$ cat src/rtl/szq_defs.svh
// Offsets, field positions and reset values for the
// calibration/class-of-service configuration slice.
// Assumes a 32-bit APB with one aligned word per register.
`ifndef SZQ_DEFS_SVH
`define SZQ_DEFS_SVH

// Register byte offsets
`define SZQ_OFF_IRQ_SET     12'h000
`define SZQ_OFF_IRQ_CLR     12'h004
`define SZQ_OFF_CAL_CFG     12'h008
`define SZQ_OFF_PRIO_MAP    12'h00C
`define SZQ_OFF_MST1_MAP    12'h010
`define SZQ_OFF_CAL_STATUS  12'h014

// Interrupt enable bit positions
`define SZQ_IRQ_SBE_BIT     5
`define SZQ_IRQ_DBE_BIT     4
`define SZQ_IRQ_WRE_BIT     3
`define SZQ_IRQ_CAE_BIT     0
`define SZQ_IRQ_MASK        32'h0000_0039

// Calibration configuration fields
`define SZQ_CAL_RANK1_BIT   31
`define SZQ_CAL_RANK0_BIT   30
`define SZQ_CAL_DUAL_BIT    29
`define SZQ_CAL_EXIT_BIT    28
`define SZQ_CAL_MULT_HI     18
`define SZQ_CAL_MULT_LO     16
`define SZQ_CAL_INTV_HI     15
`define SZQ_CAL_INTV_LO     0
`define SZQ_CAL_MASK        32'hF007_FFFF

// Priority map fields
`define SZQ_PRIO_EN_BIT     31
`define SZQ_PRIO_MASK       32'h8000_FFFF

// Master-ID class-1 map fields
`define SZQ_MST_EN_BIT      31
`define SZQ_MST_A_HI        30
`define SZQ_MST_A_LO        23
`define SZQ_MSK_A_HI        22
`define SZQ_MSK_A_LO        20
`define SZQ_MST_B_HI        19
`define SZQ_MST_B_LO        12
`define SZQ_MSK_B_HI        11
`define SZQ_MSK_B_LO        10
`define SZQ_MST_C_HI        9
`define SZQ_MST_C_LO        2
`define SZQ_MSK_C_HI        1
`define SZQ_MSK_C_LO        0

// Reset values
`define SZQ_RST_ZERO        32'h0000_0000

`endif

$ cat src/rtl/szq_pkg.sv
// Types shared by the configuration slice.
// Assumes nothing beyond SystemVerilog.
package szq_pkg;

  // Class of service a command ends in
  typedef enum logic [1:0]
  {
    SZQ_COS_NONE = 2'b00,
    SZQ_COS_1    = 2'b01,
    SZQ_COS_2    = 2'b10
  } szq_cos_t;

  // Calibration command kind sent to the SDRAM
  typedef enum logic [1:0]
  {
    SZQ_CAL_IDLE  = 2'b00,
    SZQ_CAL_SHORT = 2'b01,
    SZQ_CAL_LONG  = 2'b10
  } szq_cal_t;

  // Scheduler states
  typedef enum logic [1:0]
  {
    SZQ_ST_WAIT  = 2'b00,
    SZQ_ST_RANK0 = 2'b01,
    SZQ_ST_RANK1 = 2'b10
  } szq_state_t;

endpackage

$ cat src/rtl/szq_mst_match.sv
// One masked master-ID comparator for the class-1 map.
// Assumes the ID and settings come from the same clock domain.
`timescale 1ns/1ps
module szq_mst_match #(
  parameter int ID_W = 8
) (
  // Command identity
  input  wire logic [ID_W-1:0] masterId,
  // Compare value and mask code
  input  wire logic [ID_W-1:0] compareVal,
  input  wire logic [2:0]      maskCode,
  // Result
  output logic                 hit
);
  import szq_pkg::*;

  // Mask codes drop up to three low bits
  if (ID_W < 3)
  begin
    $error("szq_mst_match: ID_W must be at least 3");
  end

  logic [ID_W-1:0] careBits;

  // Codes 1..3 drop low ID bits; code 0 and unused codes compare all
  always_comb
  begin
    careBits = '1;
    case (maskCode)
      3'h1: careBits[0] = 1'b0;
      3'h2: careBits[1:0] = 2'h0;
      3'h3: careBits[2:0] = 3'h0;
      default: careBits = '1;
    endcase
  end

  assign hit = ((masterId ^ compareVal) & careBits) == '0;
endmodule

$ cat src/rtl/szq_config_regs.sv
// Configuration slice: interrupt enables, impedance calibration scheduler,
// priority and master-ID class-of-service mapping, APB slave.
// Assumes refresh ticks and power-state exits come from the same clock.
//
// Our own choices: the APB interface to the registers and the address map.
`timescale 1ns/1ps
`include "szq_defs.svh"
module szq_config_regs #(
  parameter int ID_W = 8,
  parameter int PRIO_W = 3
) (
  // Clock and reset
  input  wire logic                  ref_clk,
  input  wire logic                  rst,
  // APB slave
  input  wire logic                  psel,
  input  wire logic                  penable,
  input  wire logic                  pwrite,
  input  wire logic [11:0]           paddr,
  input  wire logic [31:0]           pwdata,
  output logic                       pready,
  output logic [31:0]                prdata,
  output logic                       pslverr,
  // Interrupt sources and enabled output
  input  wire logic [5:0]            irqRaw,
  output logic [5:0]                 irqEnabled,
  // Calibration scheduler inputs
  input  wire logic                  refreshTick,
  input  wire logic                  powerExit,
  input  wire logic                  calAck,
  // Calibration command to the SDRAM sequencer
  output szq_pkg::szq_cal_t          calCmd,
  output logic [1:0]                 calRanks,
  // Command classification
  input  wire logic [PRIO_W-1:0]     cmdPrio,
  input  wire logic [ID_W-1:0]       cmdMasterId,
  output szq_pkg::szq_cos_t          cmdCos
);
  import szq_pkg::*;

  // Named copy of the enable mask so its low bits can be sliced
  localparam logic [31:0] IRQ_MASK = `SZQ_IRQ_MASK;

  // Field layout is fixed by the register map
  if (ID_W != 8 || PRIO_W != 3)
  begin
    $error("szq_config_regs: ID_W must be 8 and PRIO_W 3");
  end

  logic [5:0]  irqEn_q;
  logic [31:0] calCfg_q;
  logic [31:0] prioMap_q;
  logic [31:0] mstMap_q;
  logic        wrAccess;
  logic        exitPend_q;
  logic        exitHit;
  logic [15:0] refCnt_q;
  logic [2:0]  shortCnt_q;
  logic        duePend_q;
  logic        dueLong_q;
  szq_state_t  state_q;
  szq_cal_t    curKind_q;
  logic [2:0]  mstHit;
  logic [1:0]  prioField;

  // Zero-wait slave: every access completes in its first access cycle
  assign pready   = 1'b1;
  assign wrAccess = psel && penable && pwrite;

  // Unmapped offsets answer with an error
  always_comb
  begin
    case (paddr)
      `SZQ_OFF_IRQ_SET, `SZQ_OFF_IRQ_CLR, `SZQ_OFF_CAL_CFG,
      `SZQ_OFF_PRIO_MAP, `SZQ_OFF_MST1_MAP, `SZQ_OFF_CAL_STATUS:
        pslverr = 1'b0;
      default:
        pslverr = psel && penable;
    endcase
  end

  // Interrupt enables: both views share one store, so they cannot disagree
  always_ff @(posedge ref_clk)
  begin
    if (rst)
      irqEn_q <= 6'h00;
    else if (wrAccess && paddr == `SZQ_OFF_IRQ_SET)
      irqEn_q <= irqEn_q | (pwdata[5:0] & IRQ_MASK[5:0]);
    else if (wrAccess && paddr == `SZQ_OFF_IRQ_CLR)
      irqEn_q <= irqEn_q & ~(pwdata[5:0] & IRQ_MASK[5:0]);
  end

  // Enabled view of the raw sources
  assign irqEnabled = irqRaw & irqEn_q;

  // Calibration configuration; reserved bits never stored
  always_ff @(posedge ref_clk)
  begin
    if (rst)
      calCfg_q <= `SZQ_RST_ZERO;
    else if (wrAccess && paddr == `SZQ_OFF_CAL_CFG)
      calCfg_q <= pwdata & `SZQ_CAL_MASK;
  end

  // Priority map; reserved bits never stored
  always_ff @(posedge ref_clk)
  begin
    if (rst)
      prioMap_q <= `SZQ_RST_ZERO;
    else if (wrAccess && paddr == `SZQ_OFF_PRIO_MAP)
      prioMap_q <= pwdata & `SZQ_PRIO_MASK;
  end

  // Master-ID class-1 map, all fields writable
  always_ff @(posedge ref_clk)
  begin
    if (rst)
      mstMap_q <= `SZQ_RST_ZERO;
    else if (wrAccess && paddr == `SZQ_OFF_MST1_MAP)
      mstMap_q <= pwdata;
  end

  // Read mux, registered so data comes from flip-flops
  always_ff @(posedge ref_clk)
  begin
    if (rst)
      prdata <= 32'h0000_0000;
    else if (psel && !penable && !pwrite)
    begin
      case (paddr)
        `SZQ_OFF_IRQ_SET, `SZQ_OFF_IRQ_CLR:
          prdata <= {26'h0000000, irqEn_q};
        `SZQ_OFF_CAL_CFG:    prdata <= calCfg_q;
        `SZQ_OFF_PRIO_MAP:   prdata <= prioMap_q;
        `SZQ_OFF_MST1_MAP:   prdata <= mstMap_q;
        `SZQ_OFF_CAL_STATUS: prdata <= {22'h000000, shortCnt_q, exitPend_q, duePend_q,
                                        dueLong_q, state_q, curKind_q};
        default:             prdata <= 32'h0000_0000;
      endcase
    end
  end

  // Exit request waits until WAIT takes it, then clears even with no rank enabled; a new exit wins over the issue-clear
  assign exitHit = powerExit && calCfg_q[`SZQ_CAL_EXIT_BIT];
  always_ff @(posedge ref_clk)
  begin
    if (rst)
      exitPend_q <= 1'b0;
    else if (exitHit)
      exitPend_q <= 1'b1;
    else if (state_q == SZQ_ST_WAIT && exitPend_q)
      exitPend_q <= 1'b0;
  end

  // Refresh-period count; short calibration due after interval+1 ticks
  always_ff @(posedge ref_clk)
  begin
    if (rst)
    begin
      refCnt_q   <= 16'h0000;
      shortCnt_q <= 3'h0;
      duePend_q  <= 1'b0;
      dueLong_q  <= 1'b0;
    end
    else
    begin
      if (refreshTick)
      begin
        if (refCnt_q >= calCfg_q[`SZQ_CAL_INTV_HI:`SZQ_CAL_INTV_LO])
        begin
          refCnt_q  <= 16'h0000;
          duePend_q <= 1'b1;
          // Every (multiplier+1)th interval turns long; counter restarts from zero
          if (shortCnt_q >= calCfg_q[`SZQ_CAL_MULT_HI:`SZQ_CAL_MULT_LO])
          begin
            shortCnt_q <= 3'h0;
            dueLong_q  <= 1'b1;
          end
          else
            shortCnt_q <= shortCnt_q + 3'h1;
        end
        else
          refCnt_q <= refCnt_q + 16'h0001;
      end
      if (state_q == SZQ_ST_WAIT && !exitPend_q && duePend_q && !refreshTick)
      begin
        duePend_q <= 1'b0;
        dueLong_q <= 1'b0;
      end
    end
  end

  // Issue state machine: one rank at a time unless dual calibration
  always_ff @(posedge ref_clk)
  begin
    if (rst)
    begin
      state_q   <= SZQ_ST_WAIT;
      curKind_q <= SZQ_CAL_IDLE;
    end
    else
    begin
      case (state_q)
        SZQ_ST_WAIT:
        begin
          if (exitPend_q || (duePend_q && !refreshTick))
          begin
            curKind_q <= (exitPend_q || dueLong_q) ? SZQ_CAL_LONG : SZQ_CAL_SHORT;
            if (calCfg_q[`SZQ_CAL_RANK0_BIT])
              state_q <= SZQ_ST_RANK0;
            else if (calCfg_q[`SZQ_CAL_RANK1_BIT])
              state_q <= SZQ_ST_RANK1;
          end
        end
        SZQ_ST_RANK0:
        begin
          if (calAck)
          begin
            if (calCfg_q[`SZQ_CAL_RANK1_BIT] && !calCfg_q[`SZQ_CAL_DUAL_BIT])
              state_q <= SZQ_ST_RANK1;
            else
              state_q <= SZQ_ST_WAIT;
          end
        end
        SZQ_ST_RANK1:
        begin
          if (calAck)
            state_q <= SZQ_ST_WAIT;
        end
        default:
          state_q <= SZQ_ST_WAIT;
      endcase
    end
  end

  // Command outputs held until acknowledged
  always_comb
  begin
    calCmd   = SZQ_CAL_IDLE;
    calRanks = 2'b00;
    case (state_q)
      SZQ_ST_RANK0:
      begin
        calCmd      = curKind_q;
        calRanks[0] = 1'b1;
        calRanks[1] = calCfg_q[`SZQ_CAL_DUAL_BIT] && calCfg_q[`SZQ_CAL_RANK1_BIT];
      end
      SZQ_ST_RANK1:
      begin
        calCmd   = curKind_q;
        calRanks = 2'b10;
      end
      default:
      begin
        calCmd   = SZQ_CAL_IDLE;
        calRanks = 2'b00;
      end
    endcase
  end

  // Three masked master-ID comparators
  szq_mst_match #(.ID_W(ID_W)) u_match_a (
    .masterId   (cmdMasterId),
    .compareVal (mstMap_q[`SZQ_MST_A_HI:`SZQ_MST_A_LO]),
    .maskCode   (mstMap_q[`SZQ_MSK_A_HI:`SZQ_MSK_A_LO]),
    .hit        (mstHit[0])
  );
  szq_mst_match #(.ID_W(ID_W)) u_match_b (
    .masterId   (cmdMasterId),
    .compareVal (mstMap_q[`SZQ_MST_B_HI:`SZQ_MST_B_LO]),
    .maskCode   ({1'b0, mstMap_q[`SZQ_MSK_B_HI:`SZQ_MSK_B_LO]}),
    .hit        (mstHit[1])
  );
  szq_mst_match #(.ID_W(ID_W)) u_match_c (
    .masterId   (cmdMasterId),
    .compareVal (mstMap_q[`SZQ_MST_C_HI:`SZQ_MST_C_LO]),
    .maskCode   ({1'b0, mstMap_q[`SZQ_MSK_C_HI:`SZQ_MSK_C_LO]}),
    .hit        (mstHit[2])
  );

  // Priority field select, priority 0 in the low bits
  assign prioField = prioMap_q[{cmdPrio, 1'b0} +: 2];

  // Class decision: master-ID match takes precedence over priority map
  always_comb
  begin
    cmdCos = SZQ_COS_NONE;
    if (mstMap_q[`SZQ_MST_EN_BIT] && (|mstHit))
      cmdCos = SZQ_COS_1;
    else if (prioMap_q[`SZQ_PRIO_EN_BIT])
    begin
      case (prioField)
        2'h1:    cmdCos = SZQ_COS_1;
        2'h2:    cmdCos = SZQ_COS_2;
        default: cmdCos = SZQ_COS_NONE;
      endcase
    end
  end
endmodule

$ cat config.mk
export PLATFORM = sky130hd
export DESIGN_NAME = szq_config_regs
export DESIGN_NICKNAME = d
export VERILOG_FILES = /design/src/rtl/szq_pkg.sv /design/src/rtl/szq_mst_match.sv /design/src/rtl/szq_config_regs.sv
export VERILOG_INCLUDE_DIRS = /design/src /design/src/rtl
export SDC_FILE = /design/constraint.sdc
export NUM_CORES = 1
export LEC_CHECK = 0
export BUFFER_PORTS_ARGS = -buffer_cell sky130_fd_sc_hd__buf_4
export CORE_MARGIN = 2
export CORE_UTILIZATION = 46
export CTS_BUF_LIST = sky130_fd_sc_hd__clkbuf_4
export DETAILED_ROUTE_END_ITERATION = 16
export PLACE_DENSITY_LB_ADDON = 0.25
export SYNTH_ARGS = -nofsm -noshare
export SYNTH_HDL_FRONTEND = slang
export SYNTH_HIERARCHICAL = 1
export SYNTH_SLANG_ARGS = --single-unit
$ cat constraint.sdc
create_clock -name ref_clk -period 4.75 [get_ports ref_clk]
set_input_delay 0.95 -clock ref_clk [delete_from_list [all_inputs] [get_ports ref_clk]]
set_output_delay 0.95 -clock ref_clk [all_outputs]
set_load 0.01 [all_outputs]
# Yosys cells after proc, flatten, opt, wreduce, memory -nomap -nowiden
# Cells that the tools add are included.
# totals
reg_bits,136
latch_bits,0
mem_bits_rw,0
romBits,0
output_inout_bits,46
wordCells,126
memories,0
# op_classes
add_sub_neg,2
mul,0
n_div,0
order_cmp,2
n_eq_ne,22
shifts,1
muxes,30
n_bitwise,10
n_reduce_logical,47
# op_table
operator,n
$pmux W32 S5,1
$shiftx A32 B5 Y2,1
$and A8 B8 Y8,3
$eq A12 B4 Y1 const B,2
$eq A12 B5 Y1 const B,2
$logic_not A8 Y1,3
$xor A8 B8 Y8,3
$mux W2,10
$logic_and A1 B1 Y1,18
$add A16 B1 Y16 const B,1
$ge A16 B16 Y1,1
$mux W16,1
$and A6 B6 Y6,2
$eq A12 B3 Y1 const B,1
$eq A2 B2 Y1 const B,6
$logic_not A12 Y1,1
$mux W1,12
$mux W6,2
$reduce_or A2 Y1,6
$reduce_or A3 Y1,4
$eq A2 B1 Y1 const B,4
$pmux W2 S2,2
$eq A3 B2 Y1 const B,2
$not A6 Y6,1
17 further kinds,25

# Depth between registers and ports, before layout
# Gate-level depths: netlist (run 1).
# depth
ltp_word,8
depth_mapped,8
ltp_nobuf,7

# Cells and area by module
# Netlist (run 1), hierarchy kept.
# modules_own_cells
module,n_inst,cells_each,area_per_inst_um2,seq_area_each_um2
szq_config_regs,1,747,6154.7,2682.6
szq_mst_match,3,16,123.9,0.0

# Least setup slack after synthesis (run 1)
# Ideal clock, no wire load.
# synth_timing
path_type,in2out
startpoint,input cmdMasterId[0]
endpoint,output cmdCos[1]
arrival_time_ns,1.932
slack_ns,1.868
cell_stages,6
n_path_buf,0
path_cell_list,xor2_1 a22o_1 nor4_2 o31ai_1 nand2_1 nor3b_1
# synth_via
elab_chain_len,6
elab_cells_between_ends,12
cone_classes,1 x mux; 6 x bitwise; 5 x reduce/logical
# synth_lines
item,line,source
start: declaration,szq_config_regs.sv:36,"input wire logic [ID_W-1:0] cmdMasterId,"
$xor A8 B8 Y8,szq_mst_match.sv:37,assign hit = ((masterId ^ compareVal) & careBits) == '0;
$and A8 B8 Y8,szq_mst_match.sv:37,
$logic_not A8 Y1,szq_mst_match.sv:37,
named net mstHit[1],szq_config_regs.sv:63,logic [2:0] mstHit;
$reduce_or A3 Y1,szq_config_regs.sv:288,if (mstMap_q[`SZQ_MST_EN_BIT] && (|mstHit))
$logic_and A1 B1 Y1,szq_config_regs.sv:288,
$mux W2,szq_config_regs.sv:288,
end: declaration,szq_config_regs.sv:37,output szq_pkg::szq_cos_t cmdCos
# The timed path passes the listed nets, and every way through them passes these cells.

# Worst setup path in the final report (run 1)
# Same ends and word-level chain as after synthesis.

==> run summary, run 1 <==
=========================================================================================
Clock tree from TritonCTS                                                           built
Slew of the pin with the lowest slew margin                                       1326 ps
Final-report hold violation count                                                       0
Skew final                                                                       21.14 ps
Critical path startpoint category                                            primary input
Gate count of the mapped netlist                                                      795
Post-Place Setup Slack                                                            1444 ps
CP max stage cell                                                                 o31ai_1
Netlist area before placement                                                    6526 um2
Worst-case setup margin in the final layout                                       1383 ps
Area enclosed by the die boundary                                               15160 um2
Filler Cells Inserted                                                                1359
Required time of the critical path                                                3800 ps
Category of the critical setup timing path                                   primary input to output pin
Share of final-layout standard cells stronger than drive strength 1                0.1827
Adder and majority gate portion of the synthesized area                           0.04601
Seq/Total Area, Yosys                                                              0.4110
Number of nets in the layout                                                          984
Detailed-route DRC error count                                                          0
Clock latency reported for the late side of the worst-skew pair                    550 ps
Main combinational cell family by area after synthesis                       simple AND/OR/NAND/NOR gates
Average via count per standard cell                                                 5.518
Maximum number of pins on one net before global-route repair                           75
Count of distinct cell types in the synthesized netlist                                57
Core footprint                                                                  13880 um2
Worst path top cell family by delay                                          compound AO/OA/AOI/OAI gates
Tightest hold margin                                                             454.8 ps
Max-slew violations                                                                     0
Number of cells in the design after placement                                        1052
Share of synthesized cell area in and, or, nand and nor gates                      0.2216
Total clock buffers created by CTS                                                     17
Initial antenna violation count                                                         0
Maximum net fanout on the critical path                                                 3
HPWL after detailed placement                                                    13.25 mm
Top-Level Pins                                                                        115
Row count                                                                              43
Slew Limit Headroom                                                                0.1113
Area growth from synthesis to layout                                               18.56%
CTS sink count                                                                        134
Worst VDD drop                                                                0.0001445 V
Buffers inserted by post-CTS timing repair                                              0
Max-cap violations                                                                      0
GRT Residual Overflow                                                                   0
Antenna viol nets, final                                                                0
Number of H-tree branching levels                                                       4
Cts hold-fix bufs                                                                       0
Die height                                                                       123.1 um
Proportion of register bits with asynchronous set or reset after synthesis              0
Quantity of gates resized following cts                                                 0
Via count                                                                            5976
Cell-by-cell trace of the critical path                                      buf_4 > xor2_1 > a22o_1 > nor4_2 > o31ai_1 > nand2_1 > nor3b_1 > buf_4
Most common cell type on the critical path                                          buf_4
Classification of the worst-slack hold path                                  register to register
Global placement routability congestion                                            0.8585
Total routed wirelength                                                          18.39 mm
Initial core utilization                                                           0.4702
Minimum clock period after layout                                                 3367 ps
Count of flip-flops with a built-in enable after synthesis                              0
Crit. End Element                                                              output pin
Clk pin slew, worst setup/hold paths                                                90 ps
Commonest register cell after synthesis                                           dfxtp_1
Setup Viol. Count Final                                                                 0
Critical path data arrival time                                                   2420 ps
Initial detailed-routing violation count                                              595
Number of warnings printed during yosys synthesis                                       6
Number of storage elements in the synthesis netlist                                   134
First-pass GRT wire length                                                       28.52 mm
Total routing usage reported by global routing                                     0.2467
Post-synthesis average cell area                                                8.209 um2
Maximum clock path buffer count                                                         2
Lkg Pwr                                                                          2.829 nW
Power density over the cells                                                 265.1 nW/um2
Max Freq                                                                        297.0 MHz
Delay of the slowest critical-path stage                                           360 ps
Setup repair after global routing missed its margin                                 false
Die boundary width                                                               123.1 um
Routed wire per std cell                                                         16.98 um
Number of inserted diodes                                                               0
Mux cell area share after synthesis                                               0.03681
Sum of negative setup slack                                                          0 ps
CP Buf/Inv Count                                                                        2
1st-pass router iterations                                                              5
Fraction of the cycle the final worst path needs                                   0.7088
Compound-cell area share of the yosys netlist                                      0.1823
Result of the run                                                               completed
Vias in the first global route                                                       5411
Count of buffers inserted at the top-level ports                                      109
XOR/XNOR share of the synthesized area                                            0.05234
Clock Root Buffer                                                                clkbuf_4
Number of non-filler instances in the completed layout                               1083
=========================================================================================
## layout make-up
class,instances,area (um2),share of cell area
sequential,134,2683,0.3467
tap,180,225.2,0.02911
clock buffer,20,150.1,0.01940
clock inverter,11,133.9,0.01730
timing repair buffer,116,870.8,0.1125
inverter,31,116.4,0.01504
multi-input combinational,591,3558,0.4599
## worst reg2reg max path, delay by kind of cell (launching register included)
kind,cells,cell delay [ps]
AOI/OAI and AO/OA,2,1000
DFF,1,440
and+or+nand+nor,2,440
adders and majority gates,1,330
muxes,1,260
buffers and inverters,1,70
## registers in the layout, summed over array words and instances (netlist names), named ones only
name        flops
state_q         2
prdata         32
prioMap_q      17
calCfg_q       23
curKind_q       2
refCnt_q       16
dueLong_q       1
duePend_q       1
mstMap_q       32
exitPend_q      1
shortCnt_q      3
## power by group
part,internal (mW),leakage [nW],total [mW],switching (mW)
Combinational,0.0605,1.59,0.140,0.0796
Sequential,1.13,1.08,1.13,0.00279
Clock,0.373,0.157,0.783,0.410
Total,1.56,2.83,2.05,0.492
## path summary, 6_finish.rpt
check,startpoint,slack (ps),cells past startpoint,to
hold / removal,calCfg_q[13],450,2,calCfg_q[13]
hold reg to reg,calCfg_q[13],450,2,calCfg_q[13]
setup reg to reg,calCfg_q[15],2150,7,shortCnt_q[0]
setup / recovery,cmdMasterId[0],1380,8,cmdCos[1]
## through the flow
stage | power (mW) | util | area [um2]
floorplan | 1.219 | - | 6553
global placement | 1.293 | 0.5370 | 7453
global route | 2.132 | 0.5574 | 7737
finish | 2.052 | 0.5574 | 7737
CTS | 2.066 | 0.5574 | 7737
detailed placement | 1.293 | 0.5370 | 7453
## cell families after synthesis
kind of cell | after synthesis
AOI/OAI and AO/OA | 194
xor gates and xnor gates | 39
adders and majority gates | 24
buffers and inverters | 77
DFF | 134
muxes | 19
other | 2
and+or+nand+nor | 306
## cell usage in the layout (no fill, tap or decap), drive strengths merged, types with 12 or more instances in the layout
master  count
nand2     188
dfxtp     134
buf       116
a21oi     101
inv        30
nor2       27
nor3       25
ha         24
xnor2      23
o21ai      22
clkbuf     20
xor2       16
a22oi      16
mux2i      15
nand3      12
## synthesized netlist by cell type (3+ instances only)
library cell / number / area [um2]
nor4_2: 3 / 37.54
a21o_1: 3 / 22.52
and2_1: 6 / 37.54
nand4_1: 8 / 50.05
o22ai_1: 5 / 31.28
buf_2: 13 / 65.06
a222oi_1: 3 / 30.03
xor2_1: 16 / 140.1
nand2_1: 188 / 705.7
mux4_2: 4 / 90.09
a211oi_1: 6 / 45.04
o21ai_1: 3 / 15.01
dfxtp_1: 134 / 2683
nor3_1: 21 / 105.1
buf_4: 3 / 22.52
nand3_1: 12 / 60.06
nand3b_1: 4 / 30.03
a22oi_1: 16 / 120.1
ha_1: 24 / 300.3
nor3_2: 4 / 40.04
o21ai_0: 19 / 95.09
o31ai_1: 6 / 45.04
mux2i_1: 15 / 150.1
and3_1: 6 / 37.54
nor2_1: 26 / 97.59
and4_1: 4 / 35.03
a221oi_1: 11 / 96.34
a22o_1: 3 / 26.28
nor2b_1: 5 / 31.28
a311oi_1: 4 / 35.03
o21bai_1: 5 / 37.54
inv_1: 30 / 112.6
clkbuf_1: 29 / 108.9
xnor2_1: 23 / 201.4
a21oi_1: 100 / 500.5
nand2b_1: 5 / 31.28
## routing by layer
layer,track usage,wire length [um],up-vias,part of all wire
li1,-,-,2961,-
met1,0.3214,8186,2792,0.45
met2,0.4054,8633,196,0.47
met3,0.05535,1159,27,0.063
met4,0.08168,407,0,0.022
met5,0,0,-,0
Note: power is estimated with default switching activity, not from simulation.
==> inputs of run 2 (changes only) <==
==> constraint.sdc (replaced) <==
create_clock -name ref_clk -period 3 [get_ports ref_clk]
set_input_delay 0.6 -clock ref_clk [delete_from_list [all_inputs] [get_ports ref_clk]]
set_output_delay 0.6 -clock ref_clk [all_outputs]
set_load 0.01 [all_outputs]
==> run 2 against run 1 <==
First-iteration DRC count fell by 9.4%. Total power rose by 72%. Clock power rose by 93%. Flip-flop and latch count did not move. Sequential share of layout area fell by 0.77 points. Highest routed layer unchanged.
==> run summary, run 2 (synthesis gave the netlist of run 1 again) <==
==================================================================================
Result of the run                                                        completed
Initial core utilization                                                    0.4702   unchanged
Number of H-tree branching levels                                                4   unchanged
Routed wire per std cell                                                  17.16 um   +1.1%
Clock Root Buffer                                                         clkbuf_4
Tightest hold margin                                                      282.7 ps   -172.1 ps
Number of non-filler instances in the completed layout                        1094   +1.0%
Maximum net fanout on the critical path                                          3   unchanged
Share of final-layout standard cells stronger than drive strength 1         0.1958   +0.01312
Fraction of the cycle the final worst path needs                            0.9535
Max-slew violations                                                              0   unchanged
Crit Reg-Reg Startpoint                                               calCfg_q[15]
Slew Limit Headroom                                                         0.5020   +0.3907
Lkg Pwr                                                                   2.910 nW   +2.8%
Required time of the critical path                                         2400 ps   -1400 ps
Setup Viol. Count Final                                                          0   unchanged
Total power after layout                                                  3.527 mW   +72%
Antenna viol nets, final                                                         0   unchanged
Maximum number of pins on one net before global-route repair                    59   -21%
Number of cells in the design after placement                                 1062   +0.95%
Minimum clock period after layout                                          2861 ps
Number of nets in the layout                                                   994   +1.0%
Top-Level Pins                                                                 115   unchanged
HPWL after detailed placement                                             13.73 mm   +3.6%
Crit. End Element                                                       output pin
Vias in the first global route                                                5615   +3.8%
Number of cells traversed by the worst register-to-register path                 8   +1
Detailed-route DRC error count                                                   0   unchanged
Category of the critical setup timing path                            register to output pin
CTS sink count                                                                 134   unchanged
Number of inserted diodes                                                        0   unchanged
Delay of the slowest critical-path stage                                    420 ps   +60 ps
Clock latency reported for the late side of the worst-skew pair             550 ps   about the same
Critical path startpoint category                                         register
Commonest cells after routing, fill and taps aside                    188 x nand2_1, 134 x dfxtp_1, 125 x buf_4, 100 x a21oi_1, 30 x inv_1
Clk pin slew, worst setup/hold paths                                        120 ps   +30 ps
Endpoint with the worst hold slack                                      exitPend_q
Largest registers                                                     mstMap_q x32, prdata x32, calCfg_q x23
Worst R2R Setup Slack                                                       420 ps   -1730 ps
Max Freq                                                                 349.6 MHz
Commonest non-fill, non-tap cell in the layout                             nand2_1
Levels on crit path                                                              7   -1
Power density over the cells                                          445.7 nW/um2   +68%
Cell-by-cell trace of the critical path                               xor2_1 > a22o_1 > nor4_2 > o31ai_2 > nand2_1 > nor3b_1 > buf_4
Critical path data arrival time                                            2260 ps   -160 ps
Classification of the worst-slack hold path                           primary input to register
Via count                                                                     6049   +1.2%
CP Buf/Inv Count                                                                 1   -1
Total clock buffers created by CTS                                              17   unchanged
Row count                                                                       43   unchanged
Setup repair after global routing missed its margin                          false
Global placement routability congestion                                     0.8490   -1.1%
Worst VDD drop                                                         0.0002862 V   +98%
Cts hold-fix bufs                                                                0   unchanged
Sum of negative setup slack                                                   0 ps   unchanged
Die boundary width                                                        123.1 um   unchanged
Clock tree from TritonCTS                                                    built
Count of buffers inserted at the top-level ports                               109   unchanged
Average via count per standard cell                                          5.529   +0.20%
Slew of the pin with the lowest slew margin                               747.0 ps   -578.8 ps
Area enclosed by the die boundary                                        15160 um2   unchanged
CP max stage cell                                                          dfxtp_1
GRT Residual Overflow                                                            0   unchanged
Final-report hold violation count                                                0   unchanged
Max-cap violations                                                               0   unchanged
Total routing usage reported by global routing                              0.2497   +0.003033
1st-pass router iterations                                                       5   unchanged
Area growth from synthesis to layout                                        21.24%
Maximum clock path buffer count                                                  2   unchanged
First-pass GRT wire length                                                29.14 mm   +2.2%
Worst path top cell family by delay                                   compound AO/OA/AOI/OAI gates
Worst hold path cell count                                                       3   +1
Initial detailed-routing violation count                                       539   -9.4%
Initial antenna violation count                                                  0   unchanged
Core footprint                                                           13880 um2   unchanged
Skew final                                                                16.48 ps   -4.663 ps
Die height                                                                123.1 um   unchanged
Destination of the worst register-to-register timing path             refCnt_q[15]
Total routed wirelength                                                   18.78 mm   +2.1%
HP Start                                                                 powerExit
==================================================================================
-- run 2: cell count changes in the layout (fill, tap and decap cells not counted), sizes merged --
cell      change
clkinv        -2
clkinvlp      +2
bufinv        +3
clkbuf        -2
buf          +10
-- run 2: power by group --
group / switching (mW) / internal, mW / leakage (nW)
Combinational: 0.129 / 0.0991 / 1.64
Sequential: 0.00454 / 1.78 / 1.08
Clock: 0.680 / 0.832 / 0.188
-- run 2: what timing repair did --
action	4_1_cts	5_1_grt
setup endpoints to repair	0	1
buffers inserted	0	0
resized for setup	0	1
-- run 2: stage by stage --
| stage | utilization | worst slack, ps | cell area, um2 |
|---|---|---|---|
| final | 0.5700 | 139.4 | 7913 |
| after global routing | 0.5700 | 78.14 | 7913 |
| after CTS | 0.5697 | 50.50 | 7908 |
| after detailed placement | 0.5433 | 335.9 | 7541 |
| after global placement | 0.5433 | 346.7 | 7541 |
| after floorplan | - | 818.5 | 6553 |
-- run 2: how the worst max path moves through the flow --
stage | end | startpoint | slack, ps
final | cmdCos[1] | mstMap_q[12] | 140
after global routing | cmdCos[1] | mstMap_q[12] | 80
after CTS | cmdCos[1] | mstMap_q[12] | 50
after global placement | cmdCos[1] | cmdMasterId[0] | 350
after detailed placement | cmdCos[1] | cmdMasterId[0] | 340
after floorplan | cmdCos[1] | cmdMasterId[0] | 820
-- run 2: area by class of cell --
type,instances,area [um2]
Sequential cell,134,2683
Tap cell,180,225.2
Clock buffer,18,135.1
Inverter,31,116.4
Clock inverter,14,231.5
Timing Repair Buffer,126,958.4
Multi-Input combinational cell,591,3563
Fill cell,1314,5968
-- run 2: worst reg2reg max path, delay by kind of cell, from the launching register on --
kind / cells / cell delay (ps)
adders and majority gates: 1 / 320
AOI/OAI and AO/OA: 2 / 820
and+or+nand+nor: 3 / 540
buffers and inverters: 2 / 360
DFF: 1 / 410
-- run 2: metal layers --
layer / vias to the layer above / wire [um] / GRT usage
li1: 2971 / - / -
met1: 2813 / 8168 / 0.3238
met2: 240 / 9013 / 0.4199
met3: 25 / 1218 / 0.04797
met4: 0 / 376 / 0.07884
met5: - / 0 / 0
==> inputs of run 3 (changes only) <==
--- a/config.mk
+++ b/config.mk
@@ -6,12 +6,13 @@
 export SDC_FILE = /design/constraint.sdc
 export NUM_CORES = 1
 export LEC_CHECK = 0
-export BUFFER_PORTS_ARGS = -buffer_cell sky130_fd_sc_hd__buf_4
+export BUFFER_PORTS_ARGS = -buffer_cell sky130_fd_sc_hd__buf_2
 export CORE_MARGIN = 2
 export CORE_UTILIZATION = 46
 export CTS_BUF_LIST = sky130_fd_sc_hd__clkbuf_4
 export DETAILED_ROUTE_END_ITERATION = 16
 export PLACE_DENSITY_LB_ADDON = 0.25
+export RECOVER_POWER = 100
 export SYNTH_ARGS = -nofsm -noshare
 export SYNTH_HDL_FRONTEND = slang
 export SYNTH_HIERARCHICAL = 1
==> run 3 against run 2 <==
Non-clock buffer count increased by 1. Final cell count about the same. Total power decreased by 4.8%. Sequential share of layout area increased by 1.9 points. Hold slack got worse by 1.8 ps. Combinational power decreased by 13%. Global-route usage decreased by 0.12 points. Worst setup slack improved by 90 ps. Register-to-register slack got worse by 50 ps. Clock power decreased by 9%.
==> run summary, run 3 (synthesis gave the netlist of run 1 again) <==
==================================================================================
Sequential cell fraction of total power                                      0.532   +0.025
Maximum number of pins on one net before global-route repair                    84   +42%
Final design area excluding fillers                                       7490 um2   -5.3%
Max Freq                                                                 360.9 MHz   +3.3%
Share of final-layout standard cells stronger than drive strength 1         0.1443   -0.05158
Number of cells in the design after placement                                 1063   +0.094%
Die boundary width                                                        123.1 um   unchanged
Quantity of gates resized following cts                                          0   unchanged
P_int                                                                     2.521 mW   -7.1%
Cts hold-fix bufs                                                                0   unchanged
Number of H-tree branching levels                                                4   unchanged
Critical path startpoint category                                         register
Slew Limit Headroom                                                         0.4117   -0.09029
Setup Viol. Count Final                                                          0   unchanged
Setup repair after global routing missed its margin                          false
HPWL after detailed placement                                             13.43 mm   -2.2%
Sum of negative setup slack                                                   0 ps   unchanged
Crit. End Element                                                       output pin
Share of total power in the clock network                                    0.409   -0.020
Power density over the cells                                          448.4 nW/um2   +0.61%
Largest registers                                                     mstMap_q x32, prdata x32, calCfg_q x23
Number of non-filler instances in the completed layout                        1095   +0.091%
Sw Pwr                                                                   0.8378 mW   +3.1%
Minimum clock period after layout                                          2771 ps   -90.05 ps
Average via count per standard cell                                          5.520   -0.17%
Slew of the pin with the lowest slew margin                               875.2 ps   +128.2 ps
Antenna viol nets, final                                                         0   unchanged
Final-report hold violation count                                                0   unchanged
Row count                                                                       43   unchanged
Initial antenna violation count                                                  0   unchanged
Routed wire per std cell                                                  16.85 um   -1.9%
Switching share of power                                                    0.2495   +0.01900
Placed Area                                                               7278 um2   -3.5%
CTS sink count                                                                 134   unchanged
Required time of the critical path                                         2400 ps   about the same
Detailed-route DRC error count                                                   0   unchanged
Clock tree from TritonCTS                                                    built
Maximum net fanout on the critical path                                          5   +2
Category of the critical setup timing path                            register to output pin
Max-cap violations                                                               0   unchanged
Worst-case setup margin in the final layout                               229.5 ps   +90.05 ps
Result of the run                                                        completed
Classification of the worst-slack hold path                           primary input to register
Global placement routability congestion                                     0.8628   +1.6%
Count of buffers inserted at the top-level ports                               109   unchanged
Clock latency reported for the late side of the worst-skew pair             550 ps   about the same
Number of nets in the layout                                                   995   +0.10%
Skew final                                                                19.51 ps   +3.035 ps
GRT Residual Overflow                                                            0   unchanged
Lkg Pwr                                                                   2.636 nW   -9.4%
Initial detailed-routing violation count                                       562   +4.3%
Worst VDD drop                                                         0.0002094 V   -27%
Core footprint                                                           13880 um2   unchanged
Initial core utilization                                                    0.4702   unchanged
Via count                                                                     6044   -0.083%
Vias in the first global route                                                5689   +1.3%
Buffers inserted by post-CTS timing repair                                       0   unchanged
Maximum clock path buffer count                                                  2   unchanged
1st-pass router iterations                                                       7   +2
Post-Place Setup Slack                                                    318.5 ps   -17.33 ps
Total power after layout                                                  3.358 mW   -4.8%
Area growth from synthesis to layout                                        14.76%
Commonest cells after routing, fill and taps aside                    188 x nand2_1, 134 x dfxtp_1, 101 x a21oi_1, 70 x buf_2, 42 x clkbuf_1
First-pass GRT wire length                                                28.94 mm   -0.69%
Clk pin slew, worst setup/hold paths                                        120 ps   about the same
Filler Cells Inserted                                                         1356   +3.2%
Total routing usage reported by global routing                              0.2485   -0.001198
Die height                                                                123.1 um   unchanged
Max-slew violations                                                              0   unchanged
Fraction of the cycle the final worst path needs                            0.9235   -0.03002
Area enclosed by the die boundary                                        15160 um2   unchanged
Total routed wirelength                                                   18.45 mm   -1.8%
Commonest non-fill, non-tap cell in the layout                             nand2_1
Number of inserted diodes                                                        0   unchanged
Critical path data arrival time                                            2170 ps   -90 ps
Clock Root Buffer                                                         clkbuf_4
Top-Level Pins                                                                 115   unchanged
Total clock buffers created by CTS                                              17   unchanged
Logic pwr share                                                              0.059   -0.006
==================================================================================
-- run 3: changes by cell type in the layout (fill, tap and decap cells not counted), sizes merged --
cell      change
inv           +1
clkinvlp      +1
clkbuf       +43
clkinv        +1
buf          -43
bufinv        -2
-- run 3: final timing paths --
check	start	slack, ps	to	cells past startpoint
setup / recovery	mstMap_q[22]	230	cmdCos[1]	7
hold / removal	pwdata[22]	280	mstMap_q[22]	3
setup reg to reg	refCnt_q[0]	370	duePend_q	8
hold reg to reg	calCfg_q[10]	460	calCfg_q[10]	2
-- run 3: stage by stage --
stage	utilization	hold slack, ps
final	0.5396	280.9
after global placement	0.5243	430.6
after global routing	0.5396	236.3
after detailed placement	0.5243	439.4
after floorplan	-	431.9
after CTS	0.5482	238.1
-- run 3: cell type report --
type,count,area (um2),area share
multi-input cells,591,3506,0.4681
flip-flops and latches,134,2683,0.3582
repair buffers,127,628.1,0.08386
well taps,180,225.2,0.03007
clock inverters,15,203.9,0.02723
clock buffers,17,127.6,0.01704
inverters,31,116.4,0.01554
-- run 3: routing by layer --
metal / wire length [um] / up-vias / global-route usage
met5: 0 / - / 0
met4: 481 / 0 / 0.09517
met3: 1085 / 32 / 0.05028
met2: 8678 / 207 / 0.4061
met1: 8201 / 2826 / 0.3239
li1: - / 2979 / -
-- run 3: power groups by stage --
stage	sequential, mW	clock [mW]	combinational (mW)
floorplan	1.83	0	0.104
global route	1.79	1.48	0.215
CTS	1.79	1.40	0.201
finish	1.79	1.37	0.198
detailed placement	1.83	0	0.200
global placement	1.83	0	0.201
-- run 3: critical path, stage by stage (launching register included) --
cell	delay (ps)
dfxtp_1	420
o21bai_1	140
a22o_1	190
nor4_2	60
o31ai_2	330
nand2_1	100
nor3b_1	210
buf_2	170
